### src/acs_adc_seq_map.vh
// register offsets, field positions, reset values and timing for the sequencer
`ifndef ACS_ADC_SEQ_MAP_VH
`define ACS_ADC_SEQ_MAP_VH

// result register offsets
`define ACS_OFS_EXT_IN0 8'h24
`define ACS_OFS_EXT_IN1 8'h25
`define ACS_OFS_TEMP 8'h26
`define ACS_OFS_DIAG 8'h27
`define ACS_OFS_OFFSET 8'h28
// control, configuration and status registers
`define ACS_OFS_FLAGS 8'h40
`define ACS_OFS_CFG 8'h41
`define ACS_OFS_INDEX 8'h42
`define ACS_OFS_TRIG 8'h43
`define ACS_OFS_BYPASS 8'h44

// configuration fields
`define ACS_CFG_SINGLE 0
`define ACS_CFG_SPAN 1
`define ACS_CFG_RATE_LO 2
`define ACS_CFG_RATE_HI 3
`define ACS_CFG_EXT1_EN 4
`define ACS_BYP_SKIP 0
`define ACS_FLAGS_BUSY 0
`define ACS_TRIG_BIT 0

// reset values
`define ACS_FIRST_RST 4'h0
`define ACS_LAST_RST 4'h8
`define ACS_CFG_RST 5'h10

// slot numbers
`define ACS_SLOT_OFFSET 4'h0
`define ACS_SLOT_EXT0 4'h1
`define ACS_SLOT_EXT1 4'h2
`define ACS_SLOT_TEMP 4'h3
`define ACS_SLOT_DIAG_LO 4'h4
`define ACS_SLOT_DIAG_HI 4'h8

// arithmetic
`define ACS_MID_CODE 12'h7ff
`define ACS_ZERO_CODE 12'h000

// converter clock: oscillator / 16, 20 converter clocks per conversion
`define ACS_CONV_DIV 16
`define ACS_CONV_CLKS 20
// rates in Hz, fixed internal rate and the four selectable external rates
`define ACS_OSC_HZ 1228800
`define ACS_RATE_FIXED_HZ 2560
`define ACS_RATE0_HZ 640
`define ACS_RATE1_HZ 1280
`define ACS_RATE2_HZ 2560
`define ACS_RATE3_HZ 3840

`endif

### src/acs_rate_timer.v
// slot timer: holds a slot for its conversion period in reference clocks
`timescale 1ns/10ps
module acs_rate_timer #(
    parameter CW = 16
) (
    input wire i_ref_clk,
    input wire i_rst_b,
    input wire i_start,
    input wire [CW-1:0] i_period,
    output reg o_done
);

reg [CW-1:0] cnt_r;
reg run_r;

// count down one slot period, pulse done on the last cycle
always @(posedge i_ref_clk) begin
    if (!i_rst_b) begin
        cnt_r <= {CW{1'b0}};
        run_r <= 1'b0;
        o_done <= 1'b0;
    end else begin
        o_done <= 1'b0;
        if (i_start) begin
            cnt_r <= i_period;
            run_r <= 1'b1;
        end else if (run_r) begin
            if (cnt_r <= {{(CW-1){1'b0}}, 1'b1}) begin
                run_r <= 1'b0;
                o_done <= 1'b1;
            end else begin
                cnt_r <= cnt_r - {{(CW-1){1'b0}}, 1'b1};
            end
        end
    end
end

endmodule // acs_rate_timer

### src/acs_adc_seq.v
// channel sequencer, offset correction and result registers of the diag ADC
//
// Operation
// RULE1 - sixteen slots, first and last fields bound the converted range
// RULE2 - single-pass mode converts first through last once, then idles
// RULE3 - continuous mode wraps to first slot while still enabled
// RULE4 - equal first and last converts that one slot each pass
// RULE5 - reset values: first slot 0, last slot 8
// RULE6 - unconfigured external input 1 still timed, result forced zero
// RULE7 - first greater than last behaves as last equals first
// RULE8 - continuous: trigger 1 starts, 0 stops after current slot
// RULE9 - single-pass: trigger starts a pass and self-clears at end
// RULE10 - converter clock oscillator/16, conversion at least 20 clocks
// RULE11 - low io supply blocks software setting the wide-span bit
// RULE12 - software stops, waits for idle, then reconfigures
// RULE13 - results hold latest conversion, reads never disturb conversions
// RULE14 - slot 0 result is 7FFh minus code, two's complement
// RULE15 - offset subtracted by default, skip bit suppresses correction
// RULE16 - external slots rate 640, 1280, 2560 or 3840 Hz by field
// RULE17 - span bit: 0 twice reference, 1 reference, only above 2.7 V
// RULE18 - external input results go to their own registers
// RULE19 - slot 3 temperature at 2560 Hz into temperature register
// RULE20 - slots 4 to 8 diagnostics at 2560 Hz into diag register
// RULE21 - fixed slot order: offset, ext0, ext1, temperature
// RULE22 - busy flag high while converting, low when idle
// RULE23 - result written at slot end before advancing
`timescale 1ns/10ps
`include "acs_adc_seq_map.vh"
module acs_adc_seq #(
    parameter REF_HZ = 40000000,
    parameter SLOTS = 16,
    parameter SW = 4,
    parameter DW = 12,
    parameter CW = 16
) (
    input wire i_ref_clk,
    input wire i_rst_b,
    // register port
    input wire i_reg_wr,
    input wire i_reg_rd,
    input wire [7:0] i_reg_addr,
    input wire [15:0] i_reg_wdata,
    output reg [15:0] o_reg_rdata,
    // supply level detector pin, high when io_supply above 2.7 V
    input wire i_io_supply_high,
    // conversion core
    input wire i_conv_valid,
    input wire [DW-1:0] i_conv_data,
    output reg o_conv_start,
    output reg [SW-1:0] o_mux_slot,
    output reg o_span_wide,
    output reg o_busy
);

////////////////////////////////////////////////////////////////////////////
// timing constants

// periods in reference clocks; the minimum is twenty converter clocks of
// sixteen oscillator periods rounded up, rates taken in kHz so the product
// stays inside 32 bits; integers first, then cut to the timer width
localparam integer MIN_INT =
    (`ACS_CONV_DIV * `ACS_CONV_CLKS * (REF_HZ / 1000) +
     (`ACS_OSC_HZ / 1000) - 1) / (`ACS_OSC_HZ / 1000);
localparam integer FIX_INT = REF_HZ / `ACS_RATE_FIXED_HZ;
localparam integer R0_INT = REF_HZ / `ACS_RATE0_HZ;
localparam integer R1_INT = REF_HZ / `ACS_RATE1_HZ;
localparam integer R2_INT = REF_HZ / `ACS_RATE2_HZ;
localparam integer R3_INT = REF_HZ / `ACS_RATE3_HZ;
localparam [CW-1:0] MIN_CYC = MIN_INT[CW-1:0]; // see RULE10
localparam [CW-1:0] FIX_CYC = FIX_INT[CW-1:0];
localparam [CW-1:0] R0_CYC = R0_INT[CW-1:0];
localparam [CW-1:0] R1_CYC = R1_INT[CW-1:0];
localparam [CW-1:0] R2_CYC = R2_INT[CW-1:0];
localparam [CW-1:0] R3_CYC = R3_INT[CW-1:0];

localparam [1:0] ST_IDLE = 2'd0;
localparam [1:0] ST_CONV = 2'd1;
localparam [1:0] ST_WAIT = 2'd2;

////////////////////////////////////////////////////////////////////////////
// supply pin synchroniser

reg sup_meta_r;
reg sup_sync_r;

// two flops before any logic sees the pin
always @(posedge i_ref_clk) begin
    if (!i_rst_b) begin
        sup_meta_r <= 1'b0;
        sup_sync_r <= 1'b0;
    end else begin
        sup_meta_r <= i_io_supply_high;
        sup_sync_r <= sup_meta_r;
    end
end

////////////////////////////////////////////////////////////////////////////
// configuration registers

reg [SW-1:0] first_r;
reg [SW-1:0] last_r;
reg single_r;
reg span_r;
reg [1:0] rate_r;
reg ext1_en_r;
reg skip_r;
reg trig_r;
reg [1:0] state_r;
reg [SW-1:0] slot_r;
reg stop_req_r;
reg pass_end_r;
reg [DW-1:0] ofs_r;
reg [15:0] ext0_res_r;
reg [15:0] ext1_res_r;
reg [15:0] temp_res_r;
reg [15:0] diag_res_r;
reg [15:0] ofs_res_r;

wire wr_cfg = i_reg_wr && (i_reg_addr == `ACS_OFS_CFG);
wire wr_idx = i_reg_wr && (i_reg_addr == `ACS_OFS_INDEX);
wire wr_trig = i_reg_wr && (i_reg_addr == `ACS_OFS_TRIG);
wire wr_byp = i_reg_wr && (i_reg_addr == `ACS_OFS_BYPASS);
// a zero written between slots must keep the next slot from starting
wire stop_wr = wr_trig && !i_reg_wdata[`ACS_TRIG_BIT]; // see RULE8
wire slot_done;
wire seq_end;

// software writes; the wide span can only be set with a high io supply
always @(posedge i_ref_clk) begin
    if (!i_rst_b) begin
        first_r <= `ACS_FIRST_RST; // see RULE5
        last_r <= `ACS_LAST_RST; // see RULE5
        {ext1_en_r, rate_r, span_r, single_r} <= `ACS_CFG_RST;
        skip_r <= 1'b0; // see RULE15
    end else begin
        if (wr_cfg) begin
            single_r <= i_reg_wdata[`ACS_CFG_SINGLE];
            span_r <= i_reg_wdata[`ACS_CFG_SPAN] & sup_sync_r; // see RULE11
            rate_r <= i_reg_wdata[`ACS_CFG_RATE_HI:`ACS_CFG_RATE_LO];
            ext1_en_r <= i_reg_wdata[`ACS_CFG_EXT1_EN];
        end else if (!sup_sync_r) begin
            span_r <= 1'b0; // see RULE11
        end
        if (wr_idx) begin
            first_r <= i_reg_wdata[SW-1:0]; // see RULE1
            last_r <= i_reg_wdata[2*SW-1:SW];
        end
        if (wr_byp)
            skip_r <= i_reg_wdata[`ACS_BYP_SKIP];
    end
end

////////////////////////////////////////////////////////////////////////////
// sequencer

// stop point: first wins when it exceeds last
wire [SW-1:0] stop_slot = (first_r > last_r) ? first_r : last_r; // see RULE7
wire at_stop = (slot_r == stop_slot); // see RULE4
wire [SW-1:0] slot_nxt = pass_end_r ? first_r :
                         slot_r + {{(SW-1){1'b0}}, 1'b1}; // see RULE3
assign seq_end = slot_done && at_stop;

// dummy slot: external input 1 unconfigured, nothing comes back
wire dummy = (slot_r == `ACS_SLOT_EXT1) && !ext1_en_r; // see RULE6

// slot that a timer start is about to open; the period, the mux and the
// core start must follow it, not the slot that has just ended
wire [SW-1:0] go_slot = (state_r == ST_IDLE) ? first_r :
                        (state_r == ST_WAIT) ? slot_nxt : slot_r;
wire go_dummy = (go_slot == `ACS_SLOT_EXT1) && !ext1_en_r; // see RULE6

// period per slot; external slots follow the rate field
reg [CW-1:0] period;
always @* begin
    period = FIX_CYC; // see RULE19
    if (go_slot == `ACS_SLOT_EXT0 || go_slot == `ACS_SLOT_EXT1) begin
        case (rate_r) // see RULE16
            2'd0: period = R0_CYC;
            2'd1: period = R1_CYC;
            2'd2: period = R2_CYC;
            default: period = R3_CYC;
        endcase
    end
    // the fastest rate can fall under the minimum; the clamp then wins
    if (period < MIN_CYC)
        period = MIN_CYC; // see RULE10
end

wire tmr_start = (state_r == ST_IDLE && trig_r) ||
                 (state_r == ST_WAIT && !stop_req_r && !stop_wr &&
                  !(single_r && pass_end_r) && trig_r);
reg got_r;
wire tmr_done;
// slot ends when its period expires; missing data enters the correction as a zero code
assign slot_done = (state_r == ST_CONV) && tmr_done;

acs_rate_timer #(.CW(CW)) u_tmr (
    .i_ref_clk(i_ref_clk),
    .i_rst_b(i_rst_b),
    .i_start(tmr_start),
    .i_period(period),
    .o_done(tmr_done)
);

// state machine and trigger bit: a start opens the timer and the core,
// conv waits out the period, wait spends one cycle choosing the next slot,
// a wrap to the first slot, or idle
always @(posedge i_ref_clk) begin
    if (!i_rst_b) begin
        state_r <= ST_IDLE;
        slot_r <= `ACS_FIRST_RST;
        trig_r <= 1'b0;
        stop_req_r <= 1'b0;
    end else begin
        if (wr_trig) begin
            trig_r <= i_reg_wdata[`ACS_TRIG_BIT];
            if (!i_reg_wdata[`ACS_TRIG_BIT] && state_r != ST_IDLE)
                stop_req_r <= 1'b1; // see RULE8
        end
        case (state_r)
            ST_IDLE: begin
                stop_req_r <= 1'b0;
                slot_r <= first_r;
                if (trig_r)
                    state_r <= ST_CONV; // see RULE8
            end
            ST_CONV: begin
                if (slot_done)
                    state_r <= ST_WAIT; // see RULE23
            end
            ST_WAIT: begin
                if (stop_req_r || stop_wr || !trig_r) begin
                    state_r <= ST_IDLE; // see RULE8
                end else if (single_r && pass_end_r) begin
                    state_r <= ST_IDLE; // see RULE2
                    if (!wr_trig)
                        trig_r <= 1'b0; // see RULE9
                end else begin
                    slot_r <= slot_nxt; // see RULE3
                    state_r <= ST_CONV;
                end
            end
            default: state_r <= ST_IDLE;
        endcase
    end
end

// end of pass frozen when a slot finishes, so an index write landing in
// the wait cycle cannot stretch or cut the pass already decided
always @(posedge i_ref_clk) begin
    if (!i_rst_b)
        pass_end_r <= 1'b0;
    else if (slot_done)
        pass_end_r <= seq_end; // see RULE2
end

////////////////////////////////////////////////////////////////////////////
// result capture

// latest core data held until the slot ends
reg [DW-1:0] data_r;
always @(posedge i_ref_clk) begin
    if (!i_rst_b) begin
        data_r <= `ACS_ZERO_CODE;
        got_r <= 1'b0;
    end else if (tmr_start) begin
        got_r <= 1'b0;
    end else if (i_conv_valid && state_r == ST_CONV) begin
        data_r <= i_conv_data;
        got_r <= 1'b1;
    end
end

// twelve-bit arithmetic wraps on purpose: the offset is a small signed
// value, and corrected codes just under it roll over
wire [DW-1:0] raw = (dummy || !got_r) ? `ACS_ZERO_CODE : data_r;
wire [DW-1:0] ofs_val = `ACS_MID_CODE - raw; // see RULE14
wire [DW-1:0] corr = skip_r ? raw : raw - ofs_r; // see RULE15
wire [DW-1:0] res = dummy ? `ACS_ZERO_CODE : corr; // see RULE6

// each result of slots 0 to 8 lands in its register at slot end; reads are side effect free
always @(posedge i_ref_clk) begin
    if (!i_rst_b) begin
        ofs_r <= `ACS_ZERO_CODE;
        ext0_res_r <= 16'h0000;
        ext1_res_r <= 16'h0000;
        temp_res_r <= 16'h0000;
        diag_res_r <= 16'h0000;
        ofs_res_r <= 16'h0000;
    end else if (slot_done) begin // see RULE23
        if (slot_r == `ACS_SLOT_OFFSET) begin // see RULE21
            ofs_r <= ofs_val;
            ofs_res_r <= {{(16-DW){ofs_val[DW-1]}}, ofs_val}; // see RULE14
        end else if (slot_r == `ACS_SLOT_EXT0) begin
            ext0_res_r <= {{(16-DW){1'b0}}, res}; // see RULE18
        end else if (slot_r == `ACS_SLOT_EXT1) begin
            ext1_res_r <= {{(16-DW){1'b0}}, res}; // see RULE18
        end else if (slot_r == `ACS_SLOT_TEMP) begin
            temp_res_r <= {{(16-DW){1'b0}}, res}; // see RULE19
        end else if (slot_r <= `ACS_SLOT_DIAG_HI) begin
            diag_res_r <= {{(16-DW){1'b0}}, res}; // see RULE20
        end
    end
end

////////////////////////////////////////////////////////////////////////////
// outputs

// read mux is registered so a read never touches the sequencer
always @(posedge i_ref_clk) begin
    if (!i_rst_b) begin
        o_reg_rdata <= 16'h0000;
        o_conv_start <= 1'b0;
        o_mux_slot <= `ACS_FIRST_RST;
        o_span_wide <= 1'b0;
        o_busy <= 1'b0;
    end else begin
        o_conv_start <= tmr_start && !go_dummy; // see RULE6
        // the mux moves with the start pulse so the core sees the new slot
        o_mux_slot <= tmr_start ? go_slot : slot_r; // see RULE21
        // span wide only when bit is 0 and supply is high
        o_span_wide <= !span_r && sup_sync_r; // see RULE17
        o_busy <= (state_r != ST_IDLE) || trig_r; // see RULE22
        if (i_reg_rd) begin
            case (i_reg_addr) // see RULE13
                `ACS_OFS_EXT_IN0: o_reg_rdata <= ext0_res_r;
                `ACS_OFS_EXT_IN1: o_reg_rdata <= ext1_res_r;
                `ACS_OFS_TEMP: o_reg_rdata <= temp_res_r;
                `ACS_OFS_DIAG: o_reg_rdata <= diag_res_r;
                `ACS_OFS_OFFSET: o_reg_rdata <= ofs_res_r;
                `ACS_OFS_FLAGS:
                    o_reg_rdata <= {15'h0000, state_r != ST_IDLE};
                `ACS_OFS_CFG:
                    o_reg_rdata <= {11'h000, ext1_en_r, rate_r, span_r,
                                    single_r};
                `ACS_OFS_INDEX: o_reg_rdata <= {8'h00, last_r, first_r};
                `ACS_OFS_TRIG: o_reg_rdata <= {15'h0000, trig_r};
                `ACS_OFS_BYPASS: o_reg_rdata <= {15'h0000, skip_r};
                default: o_reg_rdata <= 16'h0000;
            endcase
        end
    end
end

endmodule // acs_adc_seq

### config.mk
export PLATFORM = sky130hd
export DESIGN_NAME = acs_adc_seq
export DESIGN_NICKNAME = d
export VERILOG_FILES = /design/src/acs_rate_timer.v /design/src/acs_adc_seq.v
export VERILOG_INCLUDE_DIRS = /design/src /design/src/src
export SDC_FILE = /design/constraint.sdc
export NUM_CORES = 1
export LEC_CHECK = 0
export ABC_AREA = 1
export BUFFER_PORTS_ARGS = -buffer_cell sky130_fd_sc_hd__buf_4
export CAP_MARGIN = 20
export CORE_ASPECT_RATIO = 0.7
export CORE_MARGIN = 3
export CORE_UTILIZATION = 57
export DETAILED_ROUTE_END_ITERATION = 10
export PLACE_DENSITY = 0.77
export SLEW_MARGIN = 25
export SYNTH_ARGS = -nofsm -noshare
export SYNTH_HDL_FRONTEND = slang
export SYNTH_SLANG_ARGS = --single-unit
### constraint.sdc
create_clock -name i_ref_clk -period 3.9 [get_ports i_ref_clk]
set_input_delay 0.975 -clock i_ref_clk [delete_from_list [all_inputs] [get_ports i_ref_clk]]
set_output_delay 0.975 -clock i_ref_clk [all_outputs]
set_load 0.1 [all_outputs]
==> impl_metrics.yaml <==
setup_path:
  required_ps: 4180
  crit_slowest_cell: "dfxtp_1"
  worst_setup_path_start_kind: "flop"
  cpMostUsedCell: "nand2_1"
  cpPeakStageDelay_ps: 450
  cp_top_family: "simple AND/OR/NAND/NOR gates"
  worstSetupPathType: "flop to flop"
  cp_cell_sequence: "inv_2 -> ha_1 -> inv_1 -> nor2_2 -> inv_1 -> or2_4 -> nand2_2 -> nor2_1 -> inv_1 -> ha_1 -> fa_1 -> o21ai_0 -> nand2_1 -> nand2_1 -> nand2_1 -> nand2_1 -> nand2_1 -> nand3_1 -> nand3_1 -> o21ai_1 -> a21oi_1"
  crit_buf_inv: 4
  path_max_fanout: 12
  crit_path_end_kind: "flop"
  critical_path_arrival_ps: 3780
placement:
  dpl.cell_count: 1210
  portBuffers: 56
  dpl.hpwl_mm: 14.1
  place_congestion: 0.988
  place_area_um2: 7610
detailed_routing:
  vias_per_cell: 5.59
  first_pass_iters: 9
  ant_nets: 0
  drtIter0Drc: 717
  drt-wirelength-per-cell_um: 15.9
  wirelength_mm: 19.7
  drc: 0
  dr_total_vias: 6942
timing:
  min_period_ps: 3500
  rsz0062_at_grt: "no"
  clock_skew_ps: 7.68
  drv_slew: 0
  maxSlewHeadroom: 0.441
  worstMarginPinSlew_ps: 837
  setup_viol: 0
  tns_ps: 0
  fmax_mhz: 285
  min_period_over_period: 0.898
  hold_viol: 0
global_route:
  grt_max_degree: 36
  grt_pass1_wl_mm: 32.0
  antenna_found_initial: 0
  overflow: 0
  grt_pass1_vias: 6138
  track_usage: 0.287
layout:
  finalInstanceArea_um2: 8210
  layout_common_cells: "nand2_1, dfxtp_1, a21oi_1"
  multiInputGateArea_um2: 3700
  layout_commonest_cell: "nand2_1"
  area_delta_synth_final_pct: 15.1
  diodes: 0
  stdcell_count: 1242
  drive_above_1_share: 0.116
  seqCellArea_um2: 2720
  nets: 1142
  fillers: 1073
logic_synthesis:
  ys_seq_area_frac: 0.382
  synth_compound_area_frac: 0.222
  synth_top_family_by_area: "simple AND/OR/NAND/NOR gates"
  postSynthCellCount: 1031
  synth_edf_count: 0
  synth_fa_ha_area_frac: 0.0502
  ys_types: 49
  synth_area_um2: 7130
  yosys_warnings: 0
  synth.area.mux_share: 0
  syn_nets: 1101
  ys_dominant_reg_cell: "dfxtp_1"
  ys_ff_latch: 136
  ys_async_sr_fraction: 0
  syn_avg_cell_area_um2: 6.92
  synthSimpleGateAreaFrac: 0.228
  synthXorXnorAreaFrac: 0.0184
run_status:
  status: "finished, final reports clean"
power_and_ir_drop:
  peakVddDrop_uv: 333
  leakage_nw: 3.62
  p_total_mw: 3.13
  powerDensity_nw_per_um2: 381
die:
  start_util: 0.596
  rows: 33
  die_area_um2: 13900
  die_h_um: 99.6
  die_x_um: 140
  coreArea_um2: 12000
  io_pins: 65
clock_tree:
  clk_pin_slew_worst_paths_ps: 60
  cts-buffers-inserted: 17
  post_cts_buffers: 0
  clk_path_buf_depth: 2
  hold_buffers: 0
  cts-root-buf: "clkbuf_16"
  clkSinkCount: 136
  htree_levels: 4
  cts_tree: "done"
  insertion_delay_ps: 420
flow_run:
  cap_viol_max_count: 0
hold_path:
  hold_path_class: "flop to flop"
-- cell usage after synthesis (7+ instances only) --
library cell  number  area [µm²]
nand4_1           12        75.1
o21ai_1           11        55.1
clkbuf_1          23        86.3
buf_2              9        45.0
nor2_1            86         323
xor2_1            12         105
dfxtp_1          136        2720
o21ai_0          118         591
o22ai_1            8        50.1
nand3_1           54         270
inv_2             10        37.5
ha_1              27         338
a211oi_1           9        67.6
nor3_1            13        65.1
inv_1            124         465
buf_4              7        52.6
nand2_1          192         721
a21oi_1          126         631
-- final timing paths --
path,startpoint,endpoint,slack [ps],depth (start not counted)
max,slot_r[0]$_SDFFE_PN0P_,diag_res_r[10]$_SDFFE_PN0P_,400,21
min,sup_meta_r$_SDFF_PN0_,sup_sync_r$_SDFF_PN0_,430,2
max reg2reg,slot_r[0]$_SDFFE_PN0P_,diag_res_r[10]$_SDFFE_PN0P_,400,21
min reg2reg,sup_meta_r$_SDFF_PN0_,sup_sync_r$_SDFF_PN0_,430,2
-- through the flow --
step / setup slack, ps / utilization / hold WS [ps]
5_1_grt: 51.4 / 0.686 / 455
3_5_place_dp: 415 / 0.635 / 410
3_3_place_gp: 486 / 0.635 / 407
4_1_cts: 385 / 0.686 / 434
2_1_floorplan: 879 / - / 390
6_report: 397 / 0.686 / 426
-- registers in the layout, summed over array words and instances, names as in the netlist, 12 cells and up --
name         cells
data_r          12
ext1_res_r      12
ofs_res_r       12
diag_res_r      12
u_tmr.cnt_r     16
temp_res_r      12
ext0_res_r      12
o_reg_rdata     13
-- cell families (layout without fill, tap and decap cells) --
family / Yosys count / after routing
simple gates: 378 / 378
compound gates: 296 / 296
buf+inv: 178 / 232
flops: 136 / 136
fa+ha+maj: 28 / 28
xor+xnor: 15 / 15
-- area by class of cell --
cell class | instances | share of cell area
Clock buffer | 20 | 0.0568
Clock inverter | 12 | 0.0169
Inverter | 136 | 0.0621
Multi-Input combinational cell | 717 | 0.450
Sequential cell | 136 | 0.331
Tap cell | 157 | 0.0239
Timing Repair Buffer | 64 | 0.0585
-- worst reg2reg max path, delay by kind of cell, from the launching register on --
family                     cells  cell delay (ps)
buffers and inverters          4              350
adders and majority gates      3              850
DFF                            1              450
AOI/OAI and AO/OA              3              640
and+or+nand+nor               11             1090
-- report_power, final --
group / leakage, nW / switching [mW] / internal [mW] / total (mW)
clock: 0.298 / 0.639 / 1.00 / 1.64
combinational: 2.23 / 0.0597 / 0.0355 / 0.0952
sequential: 1.10 / 0.00182 / 1.39 / 1.39
total: 3.62 / 0.700 / 2.43 / 3.13
-- timing repair --
| action | CTS | global route |
|---|---|---|
| hold endpoints to repair | 0 | 0 |
| gates resized for setup | 0 | 1 |
| endpoints found under the setup margin | 0 | 2 |
-- metal layers --
metal	vias up	share of wire	GRT usage
met5	-	0	0
met4	0	0.0051	0.0558
met3	8	0.098	0.0716
met2	278	0.40	0.400
met1	3163	0.50	0.448
li1	3493	-	-
No activity file was read; power rests on OpenSTA's default activity.
